### src/can_abort_pkg.sv
// shared constants, types and the defective-clear timer
`timescale 1ns/10ps
package can_abort_pkg;
   // ==========================================================
   // mailboxes and bit timing
   localparam int         NUM_MBX        = 16;
   localparam int         CLK_PERIOD_NS  = 10;
   localparam int         TQ_NS          = 100;
   localparam int         TQ_CYCLES      = TQ_NS / CLK_PERIOD_NS;
   localparam logic [3:0] TQ_LAST        = 4'(TQ_CYCLES - 1);
   localparam logic [3:0] BIT_LAST       = 4'h9;
   localparam logic [3:0] SAMPLE_TQ      = 4'h7;
   localparam logic [3:0] JUMP_MAX_TQ    = 4'h4;
   localparam int         ERR_DELAY_TQ   = 5;
   // ==========================================================
   // frame shapes
   localparam logic [6:0] FRAME_BITS     = 7'h40;
   localparam logic [5:0] ERR_FLAG_LAST  = 6'h05;
   localparam logic [5:0] ERR_FRAME_LAST = 6'h0D;
   // ==========================================================
   // defective clear delay ((16 - mailbox) * 2) + 3
   localparam int         CLR_BASE       = 16;
   localparam int         CLR_MULT       = 2;
   localparam int         CLR_ADD        = 3;
   localparam logic [15:0] MBX_NONE      = 16'h0000;
   localparam logic [15:0] MBX_ONE       = 16'h0001;

   typedef struct packed {
      logic [15:0] request_set;
      logic [15:0] request_reset;
      logic [15:0] tx_ack;
      logic [15:0] abort_ack;
   } mbx_status_t;

   typedef enum logic [3:0] {
      ST_IDLE      = 4'h1,
      ST_TX        = 4'h2,
      ST_ERR       = 4'h4,
      ST_WRAP_IDLE = 4'h8
   } wrap_state_t;

   function automatic logic [5:0] clr_delay(input logic [3:0] mbx);
      clr_delay = 6'((CLR_BASE - int'(mbx)) * CLR_MULT + CLR_ADD);
   endfunction : clr_delay

   function automatic logic [3:0] lowest_set(input logic [15:0] v);
      lowest_set = 4'h0;
      for (int i = NUM_MBX - 1; i >= 0; i--)
         if (v[i])
            lowest_set = 4'(i);
   endfunction : lowest_set

   function automatic logic [15:0] mbx_bit(input logic [3:0] idx);
      mbx_bit = MBX_ONE << idx;
   endfunction : mbx_bit
endpackage : can_abort_pkg

module abort_clear_timer
   import can_abort_pkg::*;
(
   input  wire logic       core_clk_i,
   input  wire logic       rst_b_i,
   input  wire logic       clk_en_i,
   input  wire logic       start_i,
   input  wire logic [3:0] mbx_i,
   output logic            busy_o,
   output logic            done_o,
   output logic [3:0]      mbx_o
);
   logic [5:0] cnt;

   assign done_o = busy_o & (cnt == 6'h00);

   always_ff @(posedge core_clk_i or negedge rst_b_i)
   begin
      if (!rst_b_i)
      begin
         cnt    <= 6'h00;
         busy_o <= 1'b0;
         mbx_o  <= 4'h0;
      end
      else if (clk_en_i)
      begin
         if (start_i)
         begin
            cnt    <= clr_delay(mbx_i) - 6'h01;
            busy_o <= 1'b1;
            mbx_o  <= mbx_i;
         end
         else if (done_o)
            busy_o <= 1'b0;
         else if (busy_o)
            cnt <= cnt - 6'h01;
      end
   end
endmodule : abort_clear_timer

### src/can_tx_abort_and_resync.sv
// transmit engine with abort handling, error frames and resync quirk
// Notes on behaviour
// - transmitter seeing its dominant bit read recessive starts error frame next bit
// - after that error, late edges skip resync; delay at most two quanta
// - after request-reset clears, normally tx or abort acknowledge gets set
// - fault, pending request, reset in wrap idle: silent clear after delay
// - reset write one cycle off the idle slot behaves normally
`timescale 1ns/10ps
module can_tx_abort_and_resync
   import can_abort_pkg::*;
(
   input  wire logic        core_clk_i,
   input  wire logic        rst_b_i,
   input  wire logic        clk_en_i,
   input  wire logic [15:0] tx_request_set_i,
   input  wire logic [15:0] tx_request_reset_i,
   input  wire logic [15:0] tx_ack_clr_i,
   input  wire logic [15:0] abort_ack_clr_i,
   input  wire logic        self_test_i,
   input  wire logic [63:0] frame_bits_i,
   input  wire logic        can_receive_pin_i,
   output mbx_status_t      status_o,
   output logic [3:0]       cur_mbx_o,
   output logic             can_transmit_o,
   output logic             bus_busy_o
);
   // ==========================================================
   // receive synchroniser and edge detect
   logic rx_meta;
   logic rx_sync;
   logic rx_prev;
   wire  rx_eff  = self_test_i ? (can_transmit_o & rx_sync) : rx_sync;
   wire  rx_fall = rx_prev & ~rx_eff;

   always_ff @(posedge core_clk_i or negedge rst_b_i)
   begin
      if (!rst_b_i)
      begin
         rx_meta <= 1'b1;
         rx_sync <= 1'b1;
         rx_prev <= 1'b1;
      end
      else if (clk_en_i)
      begin
         rx_meta <= can_receive_pin_i;
         rx_sync <= rx_meta;
         rx_prev <= rx_eff;
      end
   end

   // ==========================================================
   // bit timing
   logic [3:0]  presc;
   logic [3:0]  tq_cnt;
   logic [3:0]  next_tq_cnt;
   wrap_state_t state;
   wrap_state_t next_state;
   logic        err_pending;
   wire         tq_tick      = (presc == TQ_LAST);
   wire         bit_start    = tq_tick & (tq_cnt == BIT_LAST);
   wire         sample_pt    = tq_tick & (tq_cnt == SAMPLE_TQ);
   wire         after_sample = (tq_cnt > SAMPLE_TQ);
   wire  [3:0]  jump_tq      = tq_cnt + JUMP_MAX_TQ;
   // a late edge after a bit error is ignored, which delays the error frame
   wire         resync_jump  = (state == ST_TX) & rx_fall & after_sample
                               & ~err_pending & ~tq_tick;

   always_comb
   begin
      next_tq_cnt = tq_cnt;
      if (resync_jump)
         next_tq_cnt = (jump_tq > BIT_LAST) ? BIT_LAST : jump_tq;
      else if (tq_tick)
         next_tq_cnt = (tq_cnt == BIT_LAST) ? 4'h0 : tq_cnt + 4'h1;
   end

   always_ff @(posedge core_clk_i or negedge rst_b_i)
   begin
      if (!rst_b_i)
      begin
         presc  <= 4'h0;
         tq_cnt <= 4'h0;
      end
      else if (clk_en_i)
      begin
         presc  <= tq_tick ? 4'h0 : presc + 4'h1;
         tq_cnt <= next_tq_cnt;
      end
   end

   // ==========================================================
   // mailbox flags and selection
   logic [15:0] pend;
   logic [15:0] cancel;
   logic [15:0] sent;
   logic [15:0] voided;
   logic        timer_busy;
   logic        timer_done;
   logic [3:0]  timer_mbx;
   logic        last_fault;
   logic [6:0]  bit_idx;
   logic [6:0]  next_bit_idx;
   logic        next_tx_bit;
   logic        next_err_pending;
   logic        next_last_fault;
   logic        frame_ok;
   logic        lost_arb;

   wire  [15:0] lock_mask   = timer_busy ? mbx_bit(timer_mbx) : MBX_NONE;
   wire  [15:0] hold_mask   = ((state == ST_TX) | (state == ST_ERR))
                              ? mbx_bit(cur_mbx_o) : MBX_NONE;
   wire  [15:0] ready_mask  = pend & ~cancel & ~lock_mask;
   wire  [3:0]  pick_mbx    = lowest_set(ready_mask);
   wire  [15:0] abort_mask  = cancel & ~hold_mask & ~lock_mask;
   wire  [15:0] done_mask   = frame_ok ? mbx_bit(cur_mbx_o) : MBX_NONE;
   wire  [15:0] defect_clr  = timer_done ? mbx_bit(timer_mbx) : MBX_NONE;
   wire  [15:0] pend_now    = pend | tx_request_set_i;
   wire  [15:0] defect_cand = tx_request_reset_i & pend_now;
   // the silent clear only arms in the single wrap idle slot
   wire         defect_go   = (state == ST_WRAP_IDLE) & last_fault
                              & (|defect_cand) & ~timer_busy;
   wire  [15:0] req_clr     = done_mask | abort_mask | defect_clr;
   wire  [15:0] next_pend   = (pend & ~req_clr) | tx_request_set_i;
   wire  [15:0] next_cancel = (cancel & ~req_clr) | tx_request_reset_i;
   // set wins over a software clear in the same cycle
   wire  [15:0] next_sent   = (sent & ~tx_ack_clr_i) | done_mask;
   wire  [15:0] next_voided = (voided & ~abort_ack_clr_i) | abort_mask;
   wire  [15:0] ack_any     = sent | voided;

   abort_clear_timer u_clr_timer (
      .core_clk_i (core_clk_i),
      .rst_b_i    (rst_b_i),
      .clk_en_i   (clk_en_i),
      .start_i    (defect_go),
      .mbx_i      (lowest_set(defect_cand)),
      .busy_o     (timer_busy),
      .done_o     (timer_done),
      .mbx_o      (timer_mbx)
   );

   // ==========================================================
   // transmit state machine
   always_comb
   begin
      next_state       = state;
      next_bit_idx     = bit_idx;
      next_tx_bit      = can_transmit_o;
      next_err_pending = err_pending;
      next_last_fault  = last_fault;
      frame_ok         = 1'b0;
      lost_arb         = 1'b0;
      case (state)
         ST_IDLE:
         begin
            if (bit_start & (|ready_mask))
            begin
               next_state   = ST_TX;
               next_bit_idx = 7'h00;
               next_tx_bit  = 1'b1;
            end
         end
         ST_TX:
         begin
            if (sample_pt & (bit_idx != 7'h00) & ~can_transmit_o & rx_eff)
               next_err_pending = 1'b1;
            else if (sample_pt & (bit_idx != 7'h00) & can_transmit_o & ~rx_eff)
            begin
               lost_arb        = 1'b1;
               next_state      = ST_WRAP_IDLE;
               next_tx_bit     = 1'b1;
               next_last_fault = 1'b1;
            end
            else if (bit_start & err_pending)
            begin
               next_state       = ST_ERR;
               next_bit_idx     = 7'h00;
               next_tx_bit      = 1'b0;
               next_err_pending = 1'b0;
               next_last_fault  = 1'b1;
            end
            else if (bit_start & (bit_idx == FRAME_BITS))
            begin
               frame_ok        = 1'b1;
               next_state      = ST_WRAP_IDLE;
               next_tx_bit     = 1'b1;
               next_last_fault = 1'b0;
            end
            else if (bit_start)
            begin
               next_tx_bit  = frame_bits_i[~bit_idx[5:0]];
               next_bit_idx = bit_idx + 7'h01;
            end
         end
         ST_ERR:
         begin
            if (bit_start & (bit_idx[5:0] == ERR_FRAME_LAST))
            begin
               next_state  = ST_WRAP_IDLE;
               next_tx_bit = 1'b1;
            end
            else if (bit_start)
            begin
               next_bit_idx = bit_idx + 7'h01;
               next_tx_bit  = (bit_idx[5:0] >= ERR_FLAG_LAST);
            end
         end
         ST_WRAP_IDLE:
            next_state = ST_IDLE;
         default:
         begin
            next_state  = ST_IDLE;
            next_tx_bit = 1'b1;
         end
      endcase
   end

   always_ff @(posedge core_clk_i or negedge rst_b_i)
   begin
      if (!rst_b_i)
      begin
         state          <= ST_IDLE;
         bit_idx        <= 7'h00;
         can_transmit_o <= 1'b1;
         err_pending    <= 1'b0;
         last_fault     <= 1'b0;
         cur_mbx_o      <= 4'h0;
      end
      else if (clk_en_i)
      begin
         state          <= next_state;
         bit_idx        <= next_bit_idx;
         can_transmit_o <= next_tx_bit;
         err_pending    <= next_err_pending;
         last_fault     <= next_last_fault;
         if ((state == ST_IDLE) & (next_state == ST_TX))
            cur_mbx_o <= pick_mbx;
      end
   end

   always_ff @(posedge core_clk_i or negedge rst_b_i)
   begin
      if (!rst_b_i)
      begin
         pend       <= 16'h0000;
         cancel     <= 16'h0000;
         sent       <= 16'h0000;
         voided     <= 16'h0000;
         bus_busy_o <= 1'b0;
      end
      else if (clk_en_i)
      begin
         pend       <= next_pend;
         cancel     <= next_cancel;
         sent       <= next_sent;
         voided     <= next_voided;
         bus_busy_o <= (next_state != ST_IDLE);
      end
   end

   assign status_o = '{request_set: pend, request_reset: cancel,
                       tx_ack: sent, abort_ack: voided};

   // ==========================================================
   // checks; helper counters only feed assertions
   localparam int ERR_WAIT_MAX = (int'(BIT_LAST) - int'(SAMPLE_TQ)) * TQ_CYCLES;
   logic [7:0] err_wait;
   logic [5:0] defect_age;
   wire  [15:0] norm_clr = cancel & ~next_cancel & ~defect_clr;

   always_ff @(posedge core_clk_i or negedge rst_b_i)
   begin
      if (!rst_b_i)
      begin
         err_wait   <= 8'h00;
         defect_age <= 6'h00;
      end
      else if (clk_en_i)
      begin
         err_wait   <= err_pending ? err_wait + 8'h01 : 8'h00;
         defect_age <= defect_go ? 6'h01 : defect_age + 6'h01;
      end
   end
endmodule : can_tx_abort_and_resync

### config.mk
export PLATFORM = sky130hd
export DESIGN_NAME = can_tx_abort_and_resync
export DESIGN_NICKNAME = d
export VERILOG_FILES = /design/src/can_abort_pkg.sv /design/src/can_tx_abort_and_resync.sv
export SDC_FILE = /design/constraint.sdc
export NUM_CORES = 1
export LEC_CHECK = 0
export ABC_AREA = 1
export BUFFER_PORTS_ARGS = -buffer_cell sky130_fd_sc_hd__buf_2
export CAP_MARGIN = 15
export CORE_ASPECT_RATIO = 0.75
export CORE_MARGIN = 3
export CORE_UTILIZATION = 32
export CTS_CLUSTER_SIZE = 25
export DETAILED_ROUTE_END_ITERATION = 10
export PLACE_DENSITY = 0.6
export SETUP_SLACK_MARGIN = 0.02
export SLEW_MARGIN = 20
export SYNTH_ARGS = -nofsm -noshare
export SYNTH_HDL_FRONTEND = slang
export SYNTH_SLANG_ARGS = --single-unit
### constraint.sdc
create_clock -name core_clk_i -period 6.05 [get_ports core_clk_i]
set_input_delay 0.605 -clock core_clk_i [delete_from_list [all_inputs] [get_ports core_clk_i]]
set_output_delay 0.605 -clock core_clk_i [all_outputs]
set_load 0.01 [all_outputs]
Word-level counts from Yosys, hierarchy flattened
Index checks and enable logic that the tools add are counted.
{"block": "word_totals", "ff_bits": 105, "input_bits": 133}
{"block": "op_classes", "add_sub_neg": 8, "order_cmp": 4, "eq_ne": 20, "shifts": 2, "mux": 84, "bitwise": 53, "n_reduce_logical": 19}
{"operator": "4-bit two-way mux", "count": 43}
{"operator": "16-bit AND", "count": 9}
{"operator": "16-bit bitwise OR", "count": 7}
{"operator": "16-bit NOT", "count": 6}
{"operator": "16-bit two-way mux", "count": 4}
{"operator": "7-bit two-way mux", "count": 7}
{"operator": "16-bit OR reduction", "count": 2}
{"operator": "1-bit by 4-bit left shift with 16-bit output, first input constant", "count": 2}
{"operator": "1-bit two-way mux", "count": 23}
{"operator": "1-bit AND", "count": 22}
{"operator": "7-bit case mux with 3 select lines", "count": 1}
{"operator": "6-bit two-way mux", "count": 3}
{"operator": "4-bit == test, second input constant", "count": 3}
{"operator": "4-bit case mux with 3 select lines", "count": 1}
{"operator": "6-bit by 1-bit subtractor with 6-bit output, second input constant", "count": 2}
{"operator": "2-bit inequality test, second input constant", "count": 5}
{"operator": "4-bit by 1-bit adder with 4-bit output, second input constant", "count": 2}
{"operator": "4-bit by 2-bit == test with 1-bit output, second input constant", "count": 2}
{"operator": "4-bit by 3-bit == test with 1-bit output, second input constant", "count": 2}
{"operator": "2-bit AND reduction", "count": 4}
{"operator": "4-bit AND reduction", "count": 2}
{"operator": "2-bit nonzero test", "count": 4}
{"operator": "7-bit by 1-bit adder with 7-bit output, second input constant", "count": 1}
{"operator": "7-bit == test, second input constant", "count": 1}
{"operator": "other kinds (25)", "count": 32}

Longest topological paths before layout
Gate-level depths: netlist (run 1).
{"block": "depth", "ltp_word": 22, "ltp_mapped": 26}

Cells and area by module
Synthesis (run 1) repeated with hierarchy kept, for this count alone.
{"block": "unflattened", "cells_unflattened": 1029, "area_unflattened_um2": 7165.6}
{"mod": "can_tx_abort_and_resync", "instances": 1, "cells_per_inst": 928, "area_per_inst_um2": 6424.9, "seq_area_each_um2": 2358.5}
{"mod": "abort_clear_timer", "instances": 1, "cells_per_inst": 101, "area_per_inst_um2": 740.7, "seq_area_each_um2": 275.3}

Least setup slack after synthesis (run 1)
No wires, ideal clock.
{"block": "synth_timing", "kind": "register to register", "from": "reg bit_idx[0]", "to": "reg pend[3]", "setup_time_ns": 0.132, "t_arrival_ns": 2.341, "required_ns": 5.918, "slack_ns": 3.577, "path_stages_with_launch": 15, "path_buffers": 3, "cell_sequence": "dfrtp_1 -> buf_2 -> clkinv_1 -> clkbuf_1 -> ha_1 -> nand2_2 -> nor4_4 -> inv_2 -> nor3_4 -> buf_6 -> nand2_2 -> nand3_2 -> nand2_1 -> inv_1 -> o22ai_1"}
{"block": "synth_via", "elab_chain_cells": 13, "word_cells_on_any_way": 19}
{"item": "start, declared", "line_no": "can_tx_abort_and_resync.sv:101", "text": "logic [6:0] bit_idx;"}
{"item": "start signal, assigned", "line_no": "can_tx_abort_and_resync.sv:231", "text": "bit_idx <= next_bit_idx;"}
{"item": "7-bit == test / 7-bit nonzero test (equally long branches)", "line_no": "can_tx_abort_and_resync.sv:181, can_tx_abort_and_resync.sv:164, can_tx_abort_and_resync.sv:166"}
{"item": "1-bit AND (on tied branches)", "line_no": "can_tx_abort_and_resync.sv:181, can_tx_abort_and_resync.sv:164, can_tx_abort_and_resync.sv:166"}
{"item": "1-bit two-way mux / 1-bit AND (equally long branches)", "line_no": "can_tx_abort_and_resync.sv:181, can_tx_abort_and_resync.sv:166"}
{"item": "1-bit two-way mux / 1-bit AND (equally long branches)", "line_no": "can_tx_abort_and_resync.sv:173, can_tx_abort_and_resync.sv:166"}
{"item": "1-bit two-way mux", "line_no": "can_tx_abort_and_resync.sv:166", "text": "else if (sample_pt & (bit_idx != 7'h00) & can_transmit_o & ~rx_eff)"}
{"item": "1-bit two-way mux (*)", "line_no": "can_tx_abort_and_resync.sv:164", "text": "if (sample_pt & (bit_idx != 7'h00) & ~can_transmit_o & rx_eff)"}
{"item": "1-bit two-way mux (*)", "line_no": "can_tx_abort_and_resync.sv:152", "text": "case (state)"}
{"item": "16-bit two-way mux (*)", "line_no": "can_tx_abort_and_resync.sv:115", "text": "wire [15:0] done_mask = frame_ok ? mbx_bit(cur_mbx_o) : MBX_NONE;"}
{"item": "16-bit bitwise OR (*) (2 in series)", "line_no": "can_tx_abort_and_resync.sv:122", "text": "wire [15:0] req_clr = done_mask | abort_mask | defect_clr;"}
{"item": "16-bit NOT (*)", "line_no": "can_tx_abort_and_resync.sv:123", "text": "wire [15:0] next_pend = (pend & ~req_clr) | tx_request_set_i;"}
{"item": "16-bit AND (*)", "line_no": "can_tx_abort_and_resync.sv:123"}
{"item": "16-bit bitwise OR (*)", "line_no": "can_tx_abort_and_resync.sv:123"}
{"item": "end signal, assigned", "line_no": "can_tx_abort_and_resync.sv:252", "text": "pend <= next_pend;"}
{"item": "end, declared", "line_no": "can_tx_abort_and_resync.sv:93", "text": "logic [15:0] pend;"}
Every way passes the cells marked *; elsewhere a longest branch is shown, timed or not.
A chain may end at the register's enable or synchronous reset.

Worst setup path after layout (run 1)
{"block": "layout_timing", "from": "reg bit_idx[1]", "to": "reg sent[8]"}
{"block": "layout_via", "elab_chain_cells": 9, "word_cells_on_any_way": 15}
{"item": "7-bit == test / 7-bit nonzero test (equally long branches)", "line_no": "can_tx_abort_and_resync.sv:181, can_tx_abort_and_resync.sv:164, can_tx_abort_and_resync.sv:166"}
{"item": "1-bit AND (on tied branches)", "line_no": "can_tx_abort_and_resync.sv:181, can_tx_abort_and_resync.sv:164, can_tx_abort_and_resync.sv:166"}
{"item": "1-bit two-way mux / 1-bit AND (equally long branches)", "line_no": "can_tx_abort_and_resync.sv:181, can_tx_abort_and_resync.sv:166"}
{"item": "1-bit two-way mux / 1-bit AND (equally long branches)", "line_no": "can_tx_abort_and_resync.sv:173, can_tx_abort_and_resync.sv:166"}
{"item": "1-bit two-way mux", "line_no": "can_tx_abort_and_resync.sv:166"}
{"item": "1-bit two-way mux (*)", "line_no": "can_tx_abort_and_resync.sv:164"}
{"item": "1-bit two-way mux (*)", "line_no": "can_tx_abort_and_resync.sv:152"}
{"item": "16-bit two-way mux (*)", "line_no": "can_tx_abort_and_resync.sv:115"}
{"item": "16-bit bitwise OR (*)", "line_no": "can_tx_abort_and_resync.sv:126", "text": "wire [15:0] next_sent = (sent & ~tx_ack_clr_i) | done_mask;"}
{"item": "end signal, assigned", "line_no": "can_tx_abort_and_resync.sv:254", "text": "sent <= next_sent;"}
{"item": "end, declared", "line_no": "can_tx_abort_and_resync.sv:95", "text": "logic [15:0] sent;"}
Marks and branches as above.

==> summary.txt, run 1 <==
Synthesis
  – Gate Count Post-Synth: 995
  – Post-synth ARST share: 1.00
  – Top cells by area, synth: dfrtp_1 36%, nand2_1 14%, inv_1 7.2%
  – Netlist Area Pre-Place: 6930 sq um
  – Synth area leader: dfrtp_1
  – EDFF count, synth: 0
  – Syn nets: 1138
  – Synth Warn #: 0
  – Seq/Total Area, Yosys: 0.380
  – Count leader, synth: nand2_1
  – Most frequent cells after synthesis: 251 x nand2_1, 133 x inv_1, 100 x dfrtp_1, 97 x nor2_1, 93 x o21ai_0
  – Synth cell types: 52
  – Synth Flop Type: dfrtp_1
  – Yosys reg bits: 105
  – Mean post-synth cell area: 6.97 sq um
  – Synth top area share: 0.361

STA
  – Tcrit/Tclk final: 0.606
  – Final hold viol count: 0
  – Slew Viols, Final: 0
  – Worst Skew: 0.00765 ns
  – Setup TNS: 0 ns
  – Normalized max-slew margin: 0.373
  – Tmin final: 3.67 ns
  – Min Hold Slack: 0.224 ns
  – Setup violations, final: 0
  – Fmax: 273 MHz
  – RSZ-0062 raised after global routing: false
  – Worst-margin pin slew: 0.938 ns

Floorplan
  – Initial core utilization: 0.334
  – Die area: 23500 sq um
  – Die width: 176 um
  – Core area: 20800 sq um
  – Rows: 45
  – Die Y-Extent: 133 um
  – Num ports: 203

Hold path
  – Class of the worst hold path: input pin to asynchronous set/reset pin

Clock network
  – Worst-Skew Late Latency: 0.36 ns
  – PostCTS Resize Cnt: 0
  – Post-CTS Setup Inserts: 0
  – Number of CTS-inserted buffers: 9
  – Clk pin slew, worst setup/hold paths: 0.08 ns
  – Maximum root-to-sink buffer count: 2
  – Clock Tree Root: clkbuf_16
  – CTS hold repair buffers: 0
  – Htree depth: 3
  – Sink Count: 105
  – CTS tree: built

Global route
  – Gr busiest metal: met1
  – Met2 Track Usage GR: 0.263
  – Grt met3 use: 0.0541
  – Met1 Usage GRT: 0.331
  – Initial antenna violation count: 2
  – First-pass GRT wire length: 37600 um
  – Number of global-route vias before repair: 6797
  – GRT Total Usage: 0.204
  – Grt ovf: 0
  – Largest net degree at the start of global routing: 80

Placed design
  – Gpl congestion: 0.951
  – Port Buffers: 202
  – Dpl cell area: 8190 sq um
  – # placed instances: 1451
  – Final HPWL DP: 19300 um

Cells and area
  – Finished Layout Cells: 1467
  – Ant. Diodes: 0
  – Fillers: 2201
  – FF+latch area: 2630 sq um
  – Nets: 1323
  – Footprint of the multi-input gates: 3610 sq um
  – Finished Cell Area: 8500 sq um
  – Share of cells above drive strength 1: 0.235
  – Area delta synth->final: 22.6%

Drt
  – ANT nets after route: 0
  – Drt total wl: 24300 um
  – WL per Instance: 16.6 um
  – DR iter-0 viols: 750
  – Drt drc: 0
  – Avg Vias per Cell: 5.06
  – First-pass DRT Iterations: 7
  – Via count: 7417

Setup path
  – R2r worst-path depth: 8
  – CP Capture Type: flop
  – Maximum fanout along the worst path: 21
  – R2r setup slk: 2.38 ns
  – Crit path largest cell delay: 0.78 ns
  – WS Path Type: flop to flop
  – Crit path arrival time: 3.85 ns
  – RR Endpoint: sent[8]
  – Critical path's slowest cell: nor3_4
  – Critical Path RT: 6.24 ns
  – CP Cell Sequence: inv_1, ha_1, nand2_2, nor4_4, inv_2, nor3_4, nand2_2, o21ai_0
  – R2r startpoint: bit_idx[1]
  – Most used cell, CP: nand2_2
  – CP startpoint kind: flop

Pwr
  – Pwr Total: 2480 uW
  – Pwr Density: 292 nW/um^2
  – Leak: 0.00438 uW
  – Worst VDD drop: 0.000165 V

Status
  – Status: finished clean

Job
  – Max-cap violations: 0
## cell usage in the layout, fill, tap and decap left out, types with 10 or more instances in the layout
cell / synthesis / routed
nand2_2: 12 / 12
o22ai_1: 38 / 38
a21oi_1: 36 / 36
inv_1: 133 / 133
nand3_1: 66 / 66
nor2_1: 97 / 97
ha_1: 10 / 10
o21ai_0: 93 / 93
dfrtp_1: 100 / 100
nand2_1: 251 / 251
buf_2: 4 / 201
nor3_1: 11 / 11
a22o_1: 12 / 12
## cell type report
| cell class | count | share of cell area |
|---|---|---|
| Sequential cell | 105 | 0.310 |
| Multi-Input combinational cell | 712 | 0.424 |
| Inverter | 145 | 0.0643 |
| Tap cell | 282 | 0.0415 |
| Timing Repair Buffer | 207 | 0.124 |
| Clock inverter | 7 | 0.0100 |
| Clock buffer | 9 | 0.0265 |
## cell families (layout without fill, tap and decap cells)
group                    after synthesis  after routing  share of synthesized area
XOR/XNOR                               7              7                    0.00884
flip-flops                           105            105                      0.380
adder cells (fa/ha/maj)               10             10                     0.0180
AO/OA/AOI/OAI                        211            211                      0.178
buffers and inverters                178            368                     0.0996
AND/OR/NAND/NOR                      484            484                      0.315
## power breakdown
| part | leakage [uW] | switching, uW | total [uW] | internal [uW] |
|---|---|---|---|---|
| clock | 0.000146 | 296 | 626 | 330 |
| combinational | 0.00296 | 546 | 858 | 312 |
| sequential | 0.00127 | 156 | 998 | 842 |
## worst max-delay path, delay by kind of cell (launching register included)
family	cells	cell delay, ns
adders and majority gates	1	0.28
DFF	1	0.58
AOI/OAI and AO/OA	1	0.63
and+or+nand+nor	4	1.35
buffers and inverters	2	0.63
## registers in the layout, summed over array words and instances, names as in the netlist, 4 cells and up
register           flops
cur_mbx_o              4
presc                  4
bit_idx                7
sent                  16
pend                  16
tq_cnt                 4
state                  4
u_clr_timer.mbx_o      4
cancel                16
u_clr_timer.cnt        6
voided                16
## per-layer routing
layer  vias to the layer above  part of all wire
met5                         -           0.00054
met4                         2             0.010
met3                        21             0.093
met2                       284              0.38
met1                      3470              0.52
li1                       3640                 -
## worst max-delay path by stage
stage	slack, ns	to	startpoint
after floorplan	3.58	pend[3]	bit_idx[0]
after global placement	2.62	sent[8]	bit_idx[1]
after detailed placement	2.58	sent[8]	bit_idx[1]
after CTS	2.55	sent[8]	bit_idx[1]
after global routing	2.27	sent[8]	bit_idx[1]
final	2.38	sent[8]	bit_idx[1]
## metrics by stage
step / util / setup slack (ns)
after floorplan: - / 3.58
after global placement: 0.394 / 2.62
after detailed placement: 0.394 / 2.58
after CTS: 0.409 / 2.55
after global routing: 0.409 / 2.27
final: 0.409 / 2.38
(Power assumes the default switching activity.)
==> inputs of run 2 (changes only) <==
ABC_AREA = 0   (was 1)
clock period = 3.4 ns   (was 6.05 ns; I/O delays follow)
==> run 2 against run 1 <==
Effect of this change: flip-flop and latch count is the same; sequential power is 75% higher; final cell count fell by 16%; die area is 2.0% lower; final area unchanged; register-to-register slack lost 2.0 ns; non-clock buffer count up 23; critical path depth grew 3; sequential share of layout area unchanged.
==> summary.txt, run 2 <==
Setup path
  – Critical Path RT: 3.67 ns (-2.57 ns)
  – WS Path Type: flop to flop
  – CP startpoint kind: flop
  – Crit path launch: pend[11]
  – Crit path arrival time: 3.27 ns (-0.58 ns)
  – R2r startpoint: pend[11]
  – Maximum fanout along the worst path: 5 (-76%)
  – CP Capture Type: flop

Clock network
  – Sink Count: 105 (unchanged)
  – Htree depth: 3 (unchanged)
  – CTS hold repair buffers: 0 (unchanged)
  – Clk pin slew, worst setup/hold paths: 0.07 ns (about the same)
  – PostCTS Resize Cnt: 0 (unchanged)
  – CTS tree: built
  – Number of CTS-inserted buffers: 9 (unchanged)
  – Clock Tree Root: clkbuf_16
  – Post-CTS Setup Inserts: 0 (unchanged)
  – Worst-Skew Late Latency: 0.35 ns (about the same)
  – Maximum root-to-sink buffer count: 2 (unchanged)

Floorplan
  – Core area: 20600 sq um (-1.1%)
  – Die area: 23000 sq um (-2.0%)
  – Rows: 45 (unchanged)
  – Initial core utilization: 0.330 (-0.00347)
  – Die Y-Extent: 132 um (-1.0%)
  – Die width: 174 um (-1.0%)
  – Num ports: 203 (unchanged)

Pwr
  – Worst VDD drop: 0.000212 V (+29%)
  – Pwr Density: 499 nW/um^2 (+71%)
  – Leak: 0.00384 uW (-12%)

Synthesis
  – Mean post-synth cell area: 9.12 sq um (+31%)
  – Synth Flop Type: dfrtp_1
  – EDFF count, synth: 0 (unchanged)
  – Synth cell types: 78 (+50%)
  – Most frequent cells after synthesis: 122 x nand2_1, 100 x dfrtp_1, 58 x o21ai_0, 49 x a22o_1, 36 x a21oi_1
  – Netlist Area Pre-Place: 6790 sq um (-2.1%)
  – Synth top area share: 0.369 (+0.00778)
  – Top cells by area, synth: dfrtp_1 37%, nand2_1 6.7%, a22o_1 6.3%
  – Post-synth ARST share: 1.00 (unchanged)
  – Gate Count Post-Synth: 744 (-25%)
  – Syn nets: 887 (-22%)
  – Synth area leader: dfrtp_1
  – Seq/Total Area, Yosys: 0.388 (+0.00819)
  – Synth Warn #: 0 (unchanged)
  – Yosys reg bits: 105 (unchanged)
  – Count leader, synth: nand2_1

Global route
  – First-pass GRT wire length: 37200 um (-1.2%)
  – GRT Total Usage: 0.203 (-0.000540)
  – Grt ovf: 0 (unchanged)
  – Initial antenna violation count: 0 (-2)
  – Number of global-route vias before repair: 6475 (-4.7%)
  – Largest net degree at the start of global routing: 58 (-28%)

Placed design
  – Gpl congestion: 0.955 (+0.42%)
  – Final HPWL DP: 18700 um (-2.8%)
  – Place WS: 0.445 ns (-2.13 ns)
  – Port Buffers: 202 (unchanged)

Cells and area
  – Area delta synth->final: 25.3%
  – Ant. Diodes: 0 (unchanged)
  – Fillers: 2055 (-6.6%)
  – FF+latch area: 2630 sq um (unchanged)
  – Nets: 1088 (-18%)
  – Commonest non-fill, non-tap cell in the layout: buf_2
  – Share of cells above drive strength 1: 0.306 (+0.0709)
  – Highest-count cells in the layout ignoring fill and taps: 200 x buf_2, 122 x nand2_1, 100 x dfrtp_1
  – Footprint of the multi-input gates: 3900 sq um (+8.1%)

STA
  – Normalized max-slew margin: 0.433 (+0.0599)
  – Final hold viol count: 0 (unchanged)
  – Fmax: 334 MHz (+22%)
  – Setup violations, final: 0 (unchanged)
  – Worst-margin pin slew: 0.844 ns (-0.0938 ns)
  – Tcrit/Tclk final: 0.881 (+0.276)
  – Setup TNS: 0 ns (unchanged)
  – Min Hold Slack: 0.0212 ns (-0.203 ns)
  – RSZ-0062 raised after global routing: false
  – Final WS setup: 0.403 ns (-1.98 ns)
  – Worst Skew: 0.0106 ns (+0.00290 ns)
  – Tmin final: 3.00 ns (-0.668 ns)
  – Slew Viols, Final: 0 (unchanged)

Status
  – Status: finished clean

Drt
  – First-pass DRT Iterations: 5 (-2)
  – Drt total wl: 23500 um (-3.2%)
  – DR iter-0 viols: 662 (-12%)
  – Drt drc: 0 (unchanged)
  – Avg Vias per Cell: 5.55 (+9.7%)
  – ANT nets after route: 0 (unchanged)
  – Via count: 6832 (-7.9%)
  – WL per Instance: 19.1 um (+15%)

Job
  – Max-cap violations: 0 (unchanged)

Hold path
  – Class of the worst hold path: input pin to asynchronous set/reset pin
==> run 2: changes by cell type after synthesis, moves of 13 or more <==
cell | previous run | this run
o21ai_0 | 93 | 58
nand2_1 | 251 | 122
a22o_1 | 12 | 49
nor2_1 | 97 | 35
nand2b_1 | 0 | 13
nor2b_1 | 0 | 22
inv_1 | 133 | 19
nand3_1 | 66 | 14
o22ai_1 | 38 | 2
mux4_2 | 0 | 17
==> run 2: per-stage QoR <==
stage                     utilization  instances  area (sq um)  power [uW]
final                           0.414       1232          8500        4240
after global routing            0.414       1232          8500        4520
after CTS                       0.414       1232          8500        4270
after detailed placement        0.399       1216          8200        3170
after global placement          0.399       1216          8200        3160
after floorplan                     -        744          6790        2590
==> run 2: area by class of cell <==
cell class | instances | area share
Clock buffer | 10 | 0.0269
Tap cell | 282 | 0.0415
Clock inverter | 6 | 0.00897
Multi-Input combinational cell | 580 | 0.459
Sequential cell | 105 | 0.310
Timing Repair Buffer | 230 | 0.146
Inverter | 19 | 0.00839
==> run 2: per-layer routing <==
layer	global-route usage	vias to the layer above	routed length, um
li1	-	3199	-
met1	0.325	3311	11800
met2	0.268	305	9260
met3	0.0599	17	2210
met4	0.0348	0	232
met5	0	-	0
==> run 2: kinds of logic after synthesis <==
| kind of cell | after synthesis | synth area share |
|---|---|---|
| adders and majority gates | 10 | 0.0184 |
| buffers and inverters | 59 | 0.0371 |
| DFF | 105 | 0.388 |
| AOI/OAI and AO/OA | 241 | 0.251 |
| and+or+nand+nor | 297 | 0.227 |
| xor gates and xnor gates | 4 | 0.00516 |
| muxes | 28 | 0.0735 |
==> run 2: critical path: stages (launching register included) <==
cell,delay [ns]
dfrtp_1,0.41
o21ai_0,0.47
o211ai_1,0.16
a311oi_1,0.31
o21ai_0,0.21
and2_1,0.29
inv_1,0.07
ha_1,0.22
a21oi_1,0.06
o2111a_1,0.25
or3_1,0.30
a31oi_1,0.16
==> run 2: worst paths after layout <==
path                                      end  slack (ns)  cells past startpoint
setup / recovery           u_clr_timer.cnt[4]        0.40                     11
hold / removal                        sent[6]        0.02                      1
setup reg to reg           u_clr_timer.cnt[4]        0.40                     11
hold reg to reg                     voided[7]        0.47                      1
max in group asynchronous            state[0]        2.59                      2
min in group core_clk_i               pend[2]        0.22                      2
==> run 2: power breakdown <==
group          internal, uW  switching [uW]
sequential             1480             267
combinational           617             804
clock                   584             491
